## config.mk

```make
export PLATFORM = sky130hd
export DESIGN_NAME = irq_cause
export DESIGN_NICKNAME = d
export VERILOG_FILES = /design/src/design/irq_cause_pkg.sv /design/src/design/spi_frame_if.sv /design/src/design/irq_cause.sv /design/src/design/sync_edge.sv /design/src/design/spi_frame.sv
export SDC_FILE = /design/constraint.sdc
export NUM_CORES = 1
export LEC_CHECK = 0
export BUFFER_PORTS_ARGS = -buffer_cell sky130_fd_sc_hd__buf_2
export CAP_MARGIN = 15
export CORE_MARGIN = 3
export CORE_UTILIZATION = 63
export DETAILED_ROUTE_END_ITERATION = 7
export GPL_ROUTABILITY_DRIVEN = 0
export PLACE_DENSITY = 0.9
export SYNTH_ARGS = -nofsm -noshare
export SYNTH_HDL_FRONTEND = slang
export SYNTH_SLANG_ARGS = --single-unit
```

## constraint.sdc

```tcl
create_clock -name clk -period 3.9 [get_ports clk]
set_input_delay 0.195 -clock clk [delete_from_list [all_inputs] [get_ports clk]]
set_output_delay 0.195 -clock clk [all_outputs]
set_load 0.02 [all_outputs]
```

## src/design/irq_cause_pkg.sv

```systemverilog
// constants, field positions and types shared by the interrupt cause block
// assumes a single 125 MHz clock and a 16-bit serial frame from the host
package irq_cause_pkg;
  // ----------------------------------------------------------------
  // serial frame layout
  // ----------------------------------------------------------------
  localparam int FRAME_BITS = 16;
  localparam int CNT_W = 5;
  localparam int ADDR_HI = 15;
  localparam int ADDR_LO = 14;
  localparam int FEEDBACK_BIT = 13;
  localparam int READ_ONLY_BIT = 12;
  localparam logic [1:0] ADDR_IRQ = 2'h1;
  // ----------------------------------------------------------------
  // cause register bits
  // ----------------------------------------------------------------
  localparam int WDT_BIT = 11;
  localparam int OTEMP_BIT = 10;
  localparam int GND_BIT = 9;
  localparam int SPI_BIT = 8;
  localparam int BAT_BIT = 7;
  localparam int SHORT_BIT = 6;
  localparam int CANF_BIT = 5;
  localparam int LINF_BIT = 4;
  localparam int WAKE_BIT = 3;
  localparam int CANW_BIT = 1;
  localparam int LINW_BIT = 0;
  localparam logic [15:0] FLAG_MASK = 16'h0ffb;
  localparam logic [15:0] ENABLE_MASK = 16'h0fff;
  localparam logic [15:0] URGENT_MASK = 16'h0180;
  localparam logic [15:0] CAUSE_RESET = 16'h0000;
  localparam logic [15:0] ENABLE_RESET = 16'h0000;
  // ----------------------------------------------------------------
  // synchroniser lanes
  // ----------------------------------------------------------------
  localparam int LVL_OTEMP = 0;
  localparam int LVL_GND = 1;
  localparam int LVL_BAT = 2;
  localparam int LVL_WAKE = 3;
  localparam int LVL_CANF = 4;
  localparam int LVL_LINF = 5;
  localparam int LVL_N = 6;
  localparam logic [LVL_N-1:0] LVL_INIT = 6'h0c;
  localparam int SPI_SCK = 0;
  localparam int SPI_CSN = 1;
  localparam int SPI_MOSI = 2;
  localparam logic [2:0] SPI_INIT = 3'h2;
  // ----------------------------------------------------------------
  // timing
  // ----------------------------------------------------------------
  localparam int CLK_PERIOD_PS = 8000;
  localparam int IRQ_HIGH_NS = 2000;
  localparam int HOLD_W = 8;
  localparam logic [HOLD_W-1:0] IRQ_HIGH_CYCLES =
    HOLD_W'((IRQ_HIGH_NS * 1000 + CLK_PERIOD_PS - 1) / CLK_PERIOD_PS);
  typedef enum logic [2:0] {
    MODE_STARTUP = 3'h0,
    MODE_RESTART = 3'h1,
    MODE_NORMAL = 3'h2,
    MODE_STANDBY = 3'h3,
    MODE_SLEEP = 3'h4,
    MODE_FLASH = 3'h5,
    MODE_FAILSAFE = 3'h6
  } mode_t;
endpackage

```

## src/design/spi_frame_if.sv

```systemverilog
// frame hand-off between the serial shifter and the cause register core
// assumes both ends run on the same clock
`timescale 1ns/100ps
interface spi_frame_if;
  logic start;
  logic done;
  logic ok;
  logic [15:0] rx;
  logic [15:0] sent;
  logic [15:0] tx;
  logic miso;
  logic miso_oe;
  modport link (output start, done, ok, rx, sent, miso, miso_oe, input tx);
  modport core (input start, done, ok, rx, sent, miso, miso_oe, output tx);
endinterface

```

## src/design/irq_cause.sv

```systemverilog
// interrupt cause register with clear-on-read, enable register and interrupt pin
// assumes event pulses and mode come from logic on clk; analog and pin levels are async
//
// Summary of operation
// RQ1: reading the cause register, or any reset, clears its flags.
// RQ2: events arriving during a read survive the clear and show next read.
// RQ3: after each read the interrupt pin is held high for a fixed time.
// RQ4: in normal and flash modes non-urgent causes signal once per watchdog period.
// RQ5: clock-count and battery failures signal at once; host reacts immediately.
// RQ6: host reads causes with address 01 and feedback select bit 13 set.
// RQ7: read-only bit 12 low also writes frame low bits into the enable register.
// RQ8: bit 11 sets on watchdog overflow in standby.
// RQ9: bit 10 sets when temperature crosses the warning limit either way.
// RQ10: bit 9 sets when ground shift crosses its limit either way.
// RQ11: bit 8 sets on a wrong clock count; startup and restart reset instead.
// RQ12: frames with a clock count other than 16 write no register and clear no flag.
// RQ13: bit 7 sets on a falling edge of the battery monitor.
// RQ14: bit 6 sets on a short at either supply output.
// RQ15: bit 5 sets when the transceiver failure status changes.
// RQ16: bit 4 sets when the lin transceiver failure status changes.
// RQ17: bit 3 sets on a falling edge at the wake pin.
// RQ18: host writes reserved bit 2 as zero.
// RQ19: bit 1 sets on a bus wake-up when that interrupt is enabled.
// RQ20: bit 0 sets on a lin wake-up when that interrupt is enabled.
// RQ21: bus wake with its interrupt disabled requests a reset instead.
// RQ22: a flag raises the interrupt only when its enable bit is set.
// RQ23: interrupt pin is low while an enabled flag is pending and allowed.
// RQ24: a read frame shifts out the causes captured at frame start, msb first.
`timescale 1ns/100ps
module irq_cause
  import irq_cause_pkg::*;
(
  input wire logic clk,
  input wire logic sys_rst,
  input wire logic spi_sck,
  input wire logic spi_csn,
  input wire logic spi_mosi,
  output logic spi_miso,
  output logic spi_miso_oe,
  input wire mode_t mode,
  input wire logic wdt_overflow,
  input wire logic wdt_period_tick,
  input wire logic reset_event,
  input wire logic overtemp_warn_in,
  input wire logic ground_shift_in,
  input wire logic battery_monitor_in,
  input wire logic wake_pin_in,
  input wire logic can_fail_status,
  input wire logic lin_fail_status,
  input wire logic supply_short_det,
  input wire logic can_bus_event,
  input wire logic lin_bus_event,
  output logic irq_out_n,
  output logic reset_req,
  output logic [15:0] irq_enable
);
  // ----------------------------------------------------------------
  // declarations
  // ----------------------------------------------------------------
  spi_frame_if fr ();
  logic [LVL_N-1:0] lvl;
  logic [LVL_N-1:0] lvl_rise;
  logic [LVL_N-1:0] lvl_fall;
  logic [15:0] cause;
  logic [15:0] ev;
  logic [15:0] set_vec;
  logic [15:0] pending;
  logic [HOLD_W-1:0] hold;
  logic nonurg_ok;
  logic paced;
  logic early_mode;
  logic addr_hit;
  logic read_hit;
  logic write_hit;
  logic spi_bad;
  logic irq_active;
  logic next_reset_req;

  // ----------------------------------------------------------------
  // submodules
  // ----------------------------------------------------------------
  spi_frame u_spi (
    .clk(clk),
    .sys_rst(sys_rst),
    .spi_sck(spi_sck),
    .spi_csn(spi_csn),
    .spi_mosi(spi_mosi),
    .fr(fr.link)
  );

  sync_edge #(.W(LVL_N), .INIT(LVL_INIT)) u_lvl (
    .clk(clk),
    .sys_rst(sys_rst),
    .async_in({lin_fail_status, can_fail_status, wake_pin_in,
               battery_monitor_in, ground_shift_in, overtemp_warn_in}),
    .level(lvl),
    .rise(lvl_rise),
    .fall(lvl_fall)
  );

  // ----------------------------------------------------------------
  // frame decode
  // ----------------------------------------------------------------
  // the shifter loads the live register at frame start and keeps that copy
  assign fr.tx = cause; // RQ24
  assign addr_hit = fr.ok && (fr.rx[ADDR_HI:ADDR_LO] == ADDR_IRQ);
  // only complete 16-clock frames reach any register
  assign read_hit = fr.done && addr_hit && fr.rx[FEEDBACK_BIT]; // RQ6 RQ12
  assign write_hit = fr.done && addr_hit && !fr.rx[READ_ONLY_BIT]; // RQ7 RQ12
  assign spi_bad = fr.done && !fr.ok;
  assign paced = (mode == MODE_NORMAL) || (mode == MODE_FLASH);
  assign early_mode = (mode == MODE_STARTUP) || (mode == MODE_RESTART);

  // ----------------------------------------------------------------
  // event sources
  // ----------------------------------------------------------------
  always_comb begin
    ev = '0;
    ev[WDT_BIT] = wdt_overflow && (mode == MODE_STANDBY); // RQ8
    ev[OTEMP_BIT] = lvl_rise[LVL_OTEMP] || lvl_fall[LVL_OTEMP]; // RQ9
    ev[GND_BIT] = lvl_rise[LVL_GND] || lvl_fall[LVL_GND]; // RQ10
    ev[SPI_BIT] = spi_bad && !early_mode; // RQ11
    ev[BAT_BIT] = lvl_fall[LVL_BAT]; // RQ13
    ev[SHORT_BIT] = supply_short_det; // RQ14
    ev[CANF_BIT] = lvl_rise[LVL_CANF] || lvl_fall[LVL_CANF]; // RQ15
    ev[LINF_BIT] = lvl_rise[LVL_LINF] || lvl_fall[LVL_LINF]; // RQ16
    ev[WAKE_BIT] = lvl_fall[LVL_WAKE]; // RQ17
    ev[CANW_BIT] = can_bus_event; // RQ19
    ev[LINW_BIT] = lin_bus_event; // RQ20
  end

  // disabled sources set no cause flag; reserved bit 2 never sets
  assign set_vec = ev & irq_enable & FLAG_MASK; // RQ22

  // ----------------------------------------------------------------
  // reset requests replacing interrupts
  // ----------------------------------------------------------------
  always_comb begin
    next_reset_req = 1'b0;
    if (spi_bad && early_mode && irq_enable[SPI_BIT]) begin
      next_reset_req = 1'b1; // RQ11
    end
    if (can_bus_event && !irq_enable[CANW_BIT]) begin
      next_reset_req = 1'b1; // RQ21
    end
    if (lin_bus_event && !irq_enable[LINW_BIT]) begin
      next_reset_req = 1'b1;
    end
    if (lvl_fall[LVL_WAKE] && !irq_enable[WAKE_BIT] && (mode == MODE_STANDBY)) begin
      next_reset_req = 1'b1;
    end
    if (wdt_overflow && !irq_enable[WDT_BIT] && (mode == MODE_STANDBY)) begin
      next_reset_req = 1'b1;
    end
  end

  always_ff @(posedge clk) begin
    if (sys_rst) begin
      reset_req <= 1'b0;
    end else begin
      reset_req <= next_reset_req;
    end
  end

  // ----------------------------------------------------------------
  // enable register
  // ----------------------------------------------------------------
  always_ff @(posedge clk) begin
    if (sys_rst) begin
      irq_enable <= ENABLE_RESET;
    end else if (write_hit) begin
      irq_enable <= fr.rx & ENABLE_MASK; // RQ7
    end
  end

  // ----------------------------------------------------------------
  // cause register
  // ----------------------------------------------------------------
  // only bits that were shifted out are cleared, and a new set wins
  always_ff @(posedge clk) begin
    if (sys_rst || reset_event) begin
      cause <= CAUSE_RESET; // RQ1
    end else if (read_hit) begin
      cause <= ((cause & ~fr.sent) | set_vec) & FLAG_MASK; // RQ1 RQ2
    end else begin
      cause <= (cause | set_vec) & FLAG_MASK;
    end
  end

  assign pending = cause & irq_enable; // RQ22

  // ----------------------------------------------------------------
  // interrupt pacing and pin
  // ----------------------------------------------------------------
  // after a read in normal and flash modes, non-urgent causes wait for the next watchdog period start
  always_ff @(posedge clk) begin
    if (sys_rst) begin
      nonurg_ok <= 1'b0;
    end else if (read_hit) begin
      nonurg_ok <= 1'b0; // RQ4
    end else if (!paced || wdt_period_tick) begin
      nonurg_ok <= 1'b1; // RQ4
    end
  end

  always_ff @(posedge clk) begin
    if (sys_rst) begin
      hold <= '0;
    end else if (read_hit) begin
      hold <= IRQ_HIGH_CYCLES; // RQ3
    end else if (hold != '0) begin
      hold <= hold - HOLD_W'(1);
    end
  end

  // urgent causes bypass the pacing
  assign irq_active = (|(pending & URGENT_MASK)) ||
                      ((|(pending & ~URGENT_MASK)) && nonurg_ok); // RQ5 RQ4

  always_ff @(posedge clk) begin
    if (sys_rst) begin
      irq_out_n <= 1'b1;
    end else begin
      irq_out_n <= !(irq_active && (hold == '0) && !read_hit); // RQ23 RQ3
    end
  end

  always_ff @(posedge clk) begin
    if (sys_rst) begin
      spi_miso <= 1'b0;
      spi_miso_oe <= 1'b0;
    end else begin
      spi_miso <= fr.miso; // RQ24
      spi_miso_oe <= fr.miso_oe;
    end
  end

  // ----------------------------------------------------------------
  // assertions
  // ----------------------------------------------------------------
  read_clear_a: assert property (@(posedge clk) disable iff (sys_rst) // RQ1
    read_hit && !reset_event |=> ((cause & $past(fr.sent)) ==
                                  ($past(set_vec) & $past(fr.sent))))
    else $error("read did not clear reported causes");

  reset_clear_a: assert property (@(posedge clk) disable iff (sys_rst) // RQ1
    reset_event |=> (cause == CAUSE_RESET))
    else $error("reset event did not clear causes");

  event_keep_a: assert property (@(posedge clk) disable iff (sys_rst) // RQ2
    (|set_vec) && !reset_event |=> ((cause & $past(set_vec)) == $past(set_vec)))
    else $error("event lost");

  pin_high_a: assert property (@(posedge clk) disable iff (sys_rst) // RQ3
    read_hit |=> irq_out_n [*8])
    else $error("interrupt pin not held high after read");

  pace_hold_a: assert property (@(posedge clk) disable iff (sys_rst) // RQ4
    !nonurg_ok && !(|(pending & URGENT_MASK)) |=> irq_out_n)
    else $error("non-urgent cause signalled outside its period");

  urgent_fast_a: assert property (@(posedge clk) disable iff (sys_rst) // RQ5
    (|(pending & URGENT_MASK)) && (hold == '0) && !read_hit |=> !irq_out_n)
    else $error("urgent cause not signalled at once");

  bad_frame_a: assert property (@(posedge clk) disable iff (sys_rst) // RQ12
    spi_bad && !reset_event |=> $stable(irq_enable) &&
                                ((cause & $past(cause)) == $past(cause)))
    else $error("bad frame changed a register");

  spi_flag_a: assert property (@(posedge clk) disable iff (sys_rst) // RQ11
    spi_bad && irq_enable[SPI_BIT] && !early_mode && !reset_event |=> cause[SPI_BIT])
    else $error("clock-count flag not set");

  wake_edge_a: assert property (@(posedge clk) disable iff (sys_rst) // RQ17
    lvl_fall[LVL_WAKE] && irq_enable[WAKE_BIT] && !reset_event |=> cause[WAKE_BIT])
    else $error("wake flag not set");

  bus_reset_a: assert property (@(posedge clk) disable iff (sys_rst) // RQ21
    can_bus_event && !irq_enable[CANW_BIT] |=> reset_req)
    else $error("bus wake without enable gave no reset request");

  enable_write_a: assert property (@(posedge clk) disable iff (sys_rst) // RQ7
    write_hit |=> (irq_enable == ($past(fr.rx) & ENABLE_MASK)))
    else $error("enable register not written");

  read_seen_c: cover property (@(posedge clk) disable iff (sys_rst) read_hit);
  bad_frame_c: cover property (@(posedge clk) disable iff (sys_rst) spi_bad);
  irq_fall_c: cover property (@(posedge clk) disable iff (sys_rst) $fell(irq_out_n));
  set_in_read_c: cover property (@(posedge clk) disable iff (sys_rst)
    read_hit && (|set_vec));
endmodule

```

## src/design/sync_edge.sv

```systemverilog
// two-flop synchroniser with edge detection, one lane per bit
// assumes inputs are asynchronous to clk and slow against it
`timescale 1ns/100ps
module sync_edge #(
  parameter int W = 1,
  parameter logic [W-1:0] INIT = '0
) (
  input wire logic clk,
  input wire logic sys_rst,
  input wire logic [W-1:0] async_in,
  output logic [W-1:0] level,
  output logic [W-1:0] rise,
  output logic [W-1:0] fall
);
  logic [W-1:0] meta;
  logic [W-1:0] prev;
  genvar i;
  generate
    for (i = 0; i < W; i++) begin : g_lane
      // meta feeds only level, never any gate
      always_ff @(posedge clk) begin
        if (sys_rst) begin
          meta[i] <= INIT[i];
          level[i] <= INIT[i];
          prev[i] <= INIT[i];
        end else begin
          meta[i] <= async_in[i];
          level[i] <= meta[i];
          prev[i] <= level[i];
        end
      end
      assign rise[i] = level[i] & ~prev[i];
      assign fall[i] = ~level[i] & prev[i];
    end
  endgenerate
endmodule

```

## src/design/spi_frame.sv

```systemverilog
// serial slave shifter: mode 0, msb first, 16-bit frames framed by chip select
// assumes sck slower than a quarter of clk; first answer bit settles 3 clocks after csn falls
`timescale 1ns/100ps
module spi_frame
  import irq_cause_pkg::*;
(
  input wire logic clk,
  input wire logic sys_rst,
  input wire logic spi_sck,
  input wire logic spi_csn,
  input wire logic spi_mosi,
  spi_frame_if.link fr
);
  logic [2:0] lvl;
  logic [2:0] rs;
  logic [2:0] fl;
  logic [CNT_W-1:0] bit_cnt;
  logic [15:0] rx_sh;
  logic [15:0] tx_sh;

  sync_edge #(.W(3), .INIT(SPI_INIT)) u_sync (
    .clk(clk),
    .sys_rst(sys_rst),
    .async_in({spi_mosi, spi_csn, spi_sck}),
    .level(lvl),
    .rise(rs),
    .fall(fl)
  );

  // ----------------------------------------------------------------
  // receive side and clock count
  // ----------------------------------------------------------------
  always_ff @(posedge clk) begin
    if (sys_rst) begin
      bit_cnt <= '0;
      rx_sh <= '0;
    end else if (fl[SPI_CSN]) begin
      bit_cnt <= '0;
    end else if (!lvl[SPI_CSN] && rs[SPI_SCK]) begin
      rx_sh <= {rx_sh[14:0], lvl[SPI_MOSI]};
      // saturate so long frames never wrap back to a legal count
      if (bit_cnt != '1) begin
        bit_cnt <= bit_cnt + CNT_W'(1);
      end
    end
  end

  // ----------------------------------------------------------------
  // transmit side; the loaded word is kept to know what was reported
  // ----------------------------------------------------------------
  always_ff @(posedge clk) begin
    if (sys_rst) begin
      tx_sh <= '0;
      fr.sent <= '0;
      fr.miso <= 1'b0;
    end else if (fl[SPI_CSN]) begin
      tx_sh <= fr.tx;
      fr.sent <= fr.tx;
      fr.miso <= fr.tx[FRAME_BITS-1];
    end else if (!lvl[SPI_CSN] && fl[SPI_SCK]) begin
      tx_sh <= {tx_sh[14:0], 1'b0};
      fr.miso <= tx_sh[FRAME_BITS-2];
    end
  end

  // ----------------------------------------------------------------
  // frame boundaries
  // ----------------------------------------------------------------
  always_ff @(posedge clk) begin
    if (sys_rst) begin
      fr.start <= 1'b0;
      fr.done <= 1'b0;
      fr.ok <= 1'b0;
      fr.rx <= '0;
      fr.miso_oe <= 1'b0;
    end else begin
      fr.start <= fl[SPI_CSN];
      fr.done <= rs[SPI_CSN];
      fr.ok <= rs[SPI_CSN] && (bit_cnt == CNT_W'(FRAME_BITS));
      if (rs[SPI_CSN]) begin
        fr.rx <= rx_sh;
      end
      fr.miso_oe <= !lvl[SPI_CSN];
    end
  end
endmodule

```

; ---- Word-level counts from Yosys, hierarchy flattened
; Index checks and enable logic that the tools add are counted.
[totals]
wordCells = 152
inputBits = 20
output_inout_bits = 20
ff_bits = 131
[classes]
reduce_logical = 52
n_eq_ne = 7
n_addsub = 2
n_bitwise = 35
mux = 12
[op_table]
columns = operator, count
row1 = $and 12x12->12, 3
row2 = $mux 15, 2
row3 = $or 12x12->12, 2
row4 = $logic_and 1x1->1, 21
row5 = $mux 8, 2
row6 = $not 1->1, 15
row7 = $and 1x1->1, 14
row8 = $reduce_or 14->1, 1
row9 = $mux 12, 1
row10 = $not 12->12, 1
row11 = $logic_not 1->1, 11
row12 = $logic_or 1x1->1, 9
row13 = $logic_not 8->1, 1
row14 = $reduce_bool 8->1, 1
row15 = $sub 8x1->8 const B, 1
row16 = $mux 1, 7
row17 = $eq 3x2->1 const B, 2
row18 = $reduce_or 2->1, 3
row19 = $add 5x1->5 const B, 1
row20 = $eq 5x5->1 const B, 1
row21 = $ne 5x5->1 const B, 1
row22 = $reduce_and 2->1, 2
row23 = $reduce_bool 2->1, 2
row24 = $eq 3x1->1 const B, 1
row25 = 3 further kinds, 3

; ---- Longest topological paths before layout
[depth]
depth_word = 9
ltp_mapped = 7
depth_no_buf = 7

; ---- Modules after synthesis
; A second synthesis with hierarchy kept.
[unflattened]
cells_unflattened = 551
hier_area_um2 = 5336.4
[by_module_without_submodules]
columns = mod, cells_each, seq_area_each_um2, area_per_inst_um2, n_inst
row1 = spi_frame, 299, 1461.4, 2882.8, 1
row2 = irq_cause, 179, 720.7, 1610.3, 1
row3 = sync_edge (u_lvl), 49, 360.3, 569.3, 1
row4 = sync_edge (u_spi.u_sync), 24, 180.2, 274.0, 1

; ---- Worst setup path before layout
; Ideal clock, no wire load.
[synth_timing]
kind = reg-to-reg
start = register hold[3]
end = register hold[1]
setup_ns = 0.066
t_arrival_ns = 1.865
required_ns = 3.834
slack_ns = 1.969
path_buffers = 0
path_stages_with_launch = 5
synth_period_minus_slack_ns = 1.931
path_cell_list = dfxtp_1 > or4_4 > or4b_4 > mux2_4 > a21oi_2
[synth_between]
elab_chain_cells = 2
[synth_lines]
columns = item, line_no
row1 = "start, declared", irq_cause.sv:68  ; logic [HOLD_W-1:0] hold;
row2 = "start signal, assigned", irq_cause.sv:212  ; hold <= hold - HOLD_W'(1);
row3 = $reduce_bool 8->1, irq_cause.sv:211  ; end else if (hold != '0) begin
row4 = $reduce_bool 2->1 (no source line), --
; Every way passes these cells.
; A chain may end at the register's enable or synchronous reset.

; ---- Final worst setup path
[layout_timing]
start = register u_spi.u_sync.level[1]
end = register u_spi.fr.rx[6]
[layout_between]
elab_chain_cells = 1
[layout_lines]
columns = item, line_no
row1 = "start, declared", sync_edge.sv:11  ; output logic [W-1:0] level,
row2 = "start signal, assigned by index", sync_edge.sv:24  ; level[i] <= INIT[i];
row3 = "start signal, assigned by index", sync_edge.sv:28  ; level[i] <= meta[i];
row4 = $and 1x1->1, sync_edge.sv:32  ; assign rise[i] = level[i] & ~prev[i];
row5 = "end signal, assigned", spi_frame.sv:81  ; fr.rx <= rx_sh;
row6 = "end, declared", spi_frame_if.sv:13  ; modport link (output start, done, ok, rx, sent, miso, miso_oe, input tx);
; Every way passes these cells.

==> reports/results.txt <==
Clock slew at reported path FFs = 0.06 ns
Hold Crit Class = in2reg
Vias in the first global route = 3993
DP Wirelength = 6.73 mm
Simple-gate area share of the yosys netlist = 23.5%
Critical path arrival = 2.60 ns
Mapped Cells = 540
Post-synthesis compound-gate area fraction = 13.0%
Syn avg cell area = 8.92 sq um
Final setup violation count = 0
Switching pwr = 0.000781 W
Hold buffer count at CTS = 14
DR iter-0 viols = 387
Crit path kind = reg2reg
TritonCTS clock tree = built
Chip height = 93.4 um
Crit-path max cell delay = 1.01 ns
DRC Markers = 0
Unique masters post-synth = 50
Fraction of layout cells with a size suffix above 1 = 16.0%
Synth-to-layout area growth = 19.8%
Internal power = 0.00258 W
Critical Path Start = u_spi.u_sync.level[1]
Power share of the combinational group = 9.9%
Fraction of the mapped netlist area in adder cells = 1.30%
CP endpoint = u_spi.fr.rx[6]
Reg2Reg Setup Slack = 1.74 ns
Peak VDD IR = 368 uV
Xor/xnor share of the synthesized area = 1.45%
Mux contribution to synthesized area = 3.22%
# fillers = 400
DR WL/cell = 17.4 um
Startpoint Class = flop
Avg Vias per Cell = 5.87
Final Hold Viols = 0
Antenna violations before repair = 0
Clk_lat worst skew = 0.52 ns
FMAX = 0.463 GHz
Row count = 31
Port bufs = 35
Postcts setup bufs = 0
Buffers & Inverters on Critical Path = 0
R2r endpoint = u_spi.fr.rx[6]
Fin crit share = 55.4%
Root buf cell = clkbuf_8
Global-route wire length before repair = 19.6 mm
Drt first pass iters = 6
Ys flop type = dfxtp_1
Worst reg2reg path depth = 3
DR vias = 4070
Post-synthesis async set-or-reset flop share = 0%
Crit-path slowest cell = nor2b_1
Final Max Slew Viols = 0
Final TNS setup = 0 ns
Final non-filler cell total = 693
Largest family of logic cells by synthesized area = simple AND/OR/NAND/NOR gates
WP depth = 3
Multi-input logic area = 0.00206 sq mm
Power Density = 582 mW/mm^2
CTS H-tree lvls = 4
Max FO, Critical Path = 18
Die W = 93.4 um
Net Sw Frac = 23.3%
CP top delay family = simple AND/OR/NAND/NOR gates
Reg2reg start = u_spi.u_sync.level[1]
Die area = 0.00873 sq mm
Initial core utilization = 65.7%
Post-CTS sizing = 0
Most frequent cells in the layout = dfxtp_1 (129), nand2_1 (102), a21oi_1 (64), nor2_1 (44), buf_2 (34)
Total gr overflow = 0
Core area = 0.00733 sq mm
CTS Sinks = 129
Final min period = 2.16 ns
Final net count = 606
DRT Wirelength = 12.1 mm
Post-synthesis sequential area ratio = 53.6%
Critical path capture point type = flop
Clk pwr share = 48.0%
#FFs+latches synth = 129
Critical path cell sequence = nor2b_1 > nand2_1 > a21oi_1
Total area of sequential cells = 0.00258 sq mm
Largest net degree at the start of global routing = 65
Status = finished clean
Static Leak = 2.21 nW
Required @ worst endpoint = 4.34 ns
Maxcap violations = 0
CTS Buf Count = 17
Most common cell after layout, fill and taps aside = dfxtp_1
# diodes = 0
Worst-margin pin slew = 1.19 ns
ANT nets after route = 0
Global-route usage over all layers = 28.9%
Slew HR = 20.6%
Syn. warnings = 0
RSZ-0062 raised after global routing = false
Flop pwr share = 42.1%
I/O pins = 40
Number of synthesized flops with an enable pin = 0
CTS max path bufs = 2
Final Skew = 0.00584 ns
Post-Syn Area = 0.00482 sq mm
Placed Instances = 647
[layer usage]
layer  vias up  GRT usage (%)  part of all wire [%]
met5         -              0                     0
met4         0           13.7                   3.4
met3        53           7.32                   7.4
met2       210           49.3                    50
met1      1909           33.7                    39
li1       1898              -                     -
[kinds of logic (layout without fill, tap and decap cells)]
kind of cell / after synthesis / count (layout)
AOI/OAI and AO/OA: 103 / 103
and+or+nand+nor: 234 / 234
DFF: 129 / 129
muxes: 15 / 15
adders and majority gates: 5 / 5
buffers and inverters: 45 / 96
other: 1 / 4
xor gates and xnor gates: 8 / 8
[sequential cells by signal, indices dropped and copies added, names as in the netlist, 8 cells and up]
name	flops
cause	11
hold	8
irq_enable	12
u_spi.fr.rx	16
u_spi.fr.sent	11
u_spi.rx_sh	16
u_spi.tx_sh	15
[cell type report]
cell class                 count  share of cell area [%]
sequential                   129                    44.8
multi-input combinational    369                    35.8
clock buffer                  23                    8.43
timing repair buffer          52                    5.90
clock inverter                 9                    2.21
tap                           99                    2.15
inverter                      12                   0.781
[how the worst min path moves through the flow]
stage	cells after the start	to	startpoint	slack, ns
6_report	4	nonurg_ok	mode[2]	0.07
3_5_place_dp	2	u_spi.u_sync.meta[1]	spi_csn	0.38
4_1_cts	4	nonurg_ok	mode[2]	0.05
5_1_grt	4	nonurg_ok	mode[2]	0.09
3_3_place_gp	2	u_lvl.meta[3]	wake_pin_in	0.38
2_1_floorplan	1	u_lvl.meta[2]	battery_monitor_in	0.30
[cell usage after synthesis, drive strengths merged, types with 2 or more instances]
cell type / n / area share (%)
dfxtp: 129 / 54
nand2: 102 / 7.9
a21oi: 65 / 6.8
nor2: 44 / 3.4
clkbuf: 26 / 2.0
nor2b: 23 / 3.0
mux2i: 14 / 2.9
nand2b: 13 / 1.7
inv: 12 / 0.93
nor3: 11 / 1.1
a22oi: 10 / 1.6
or2: 9 / 1.2
a31o: 8 / 1.5
or3: 8 / 1.0
buf: 7 / 0.93
xor2: 6 / 1.1
a31oi: 5 / 0.65
ha: 5 / 1.3
a222oi: 4 / 0.83
nand3: 4 / 0.42
o21ai: 3 / 0.31
a32oi: 2 / 0.36
and4: 2 / 0.36
nand3b: 2 / 0.31
nor4: 2 / 0.26
nor4b: 2 / 0.49
or4: 2 / 0.42
or4b: 2 / 0.49
xnor2: 2 / 0.36
[worst register-to-register path: stages, from the launching register on]
cell and delay [ns]:
dfxtp_1 0.71, nor2b_1 1.01, nand2_1 0.19, a21oi_1 0.19
[stage by stage]
| stage | cell area [sq um] | total power [W] | util [%] | worst slack (ns) | hold slack (ns) |
|---|---|---|---|---|---|
| final | 5770 | 0.00336 | 78.7 | 1.74 | 0.0678 |
| after global routing | 5770 | 0.00345 | 78.7 | 1.56 | 0.0878 |
| after CTS | 5770 | 0.00335 | 78.7 | 1.78 | 0.0459 |
| after detailed placement | 5020 | 0.00174 | 68.4 | 1.77 | 0.382 |
| after global placement | 5020 | 0.00172 | 68.4 | 1.93 | 0.377 |
| after floorplan | 4830 | 0.00167 | - | 1.97 | 0.299 |
[power by group through the flow]
stage          clock, W  combinational (W)  sequential [W]
6_report        0.00161           0.000332         0.00141
3_3_place_gp          0           0.000284         0.00143
3_5_place_dp          0           0.000306         0.00144
2_1_floorplan         0           0.000250         0.00142
4_1_cts         0.00162           0.000328         0.00141
5_1_grt         0.00167           0.000367         0.00142
Note: power is estimated with default switching activity, not from simulation.
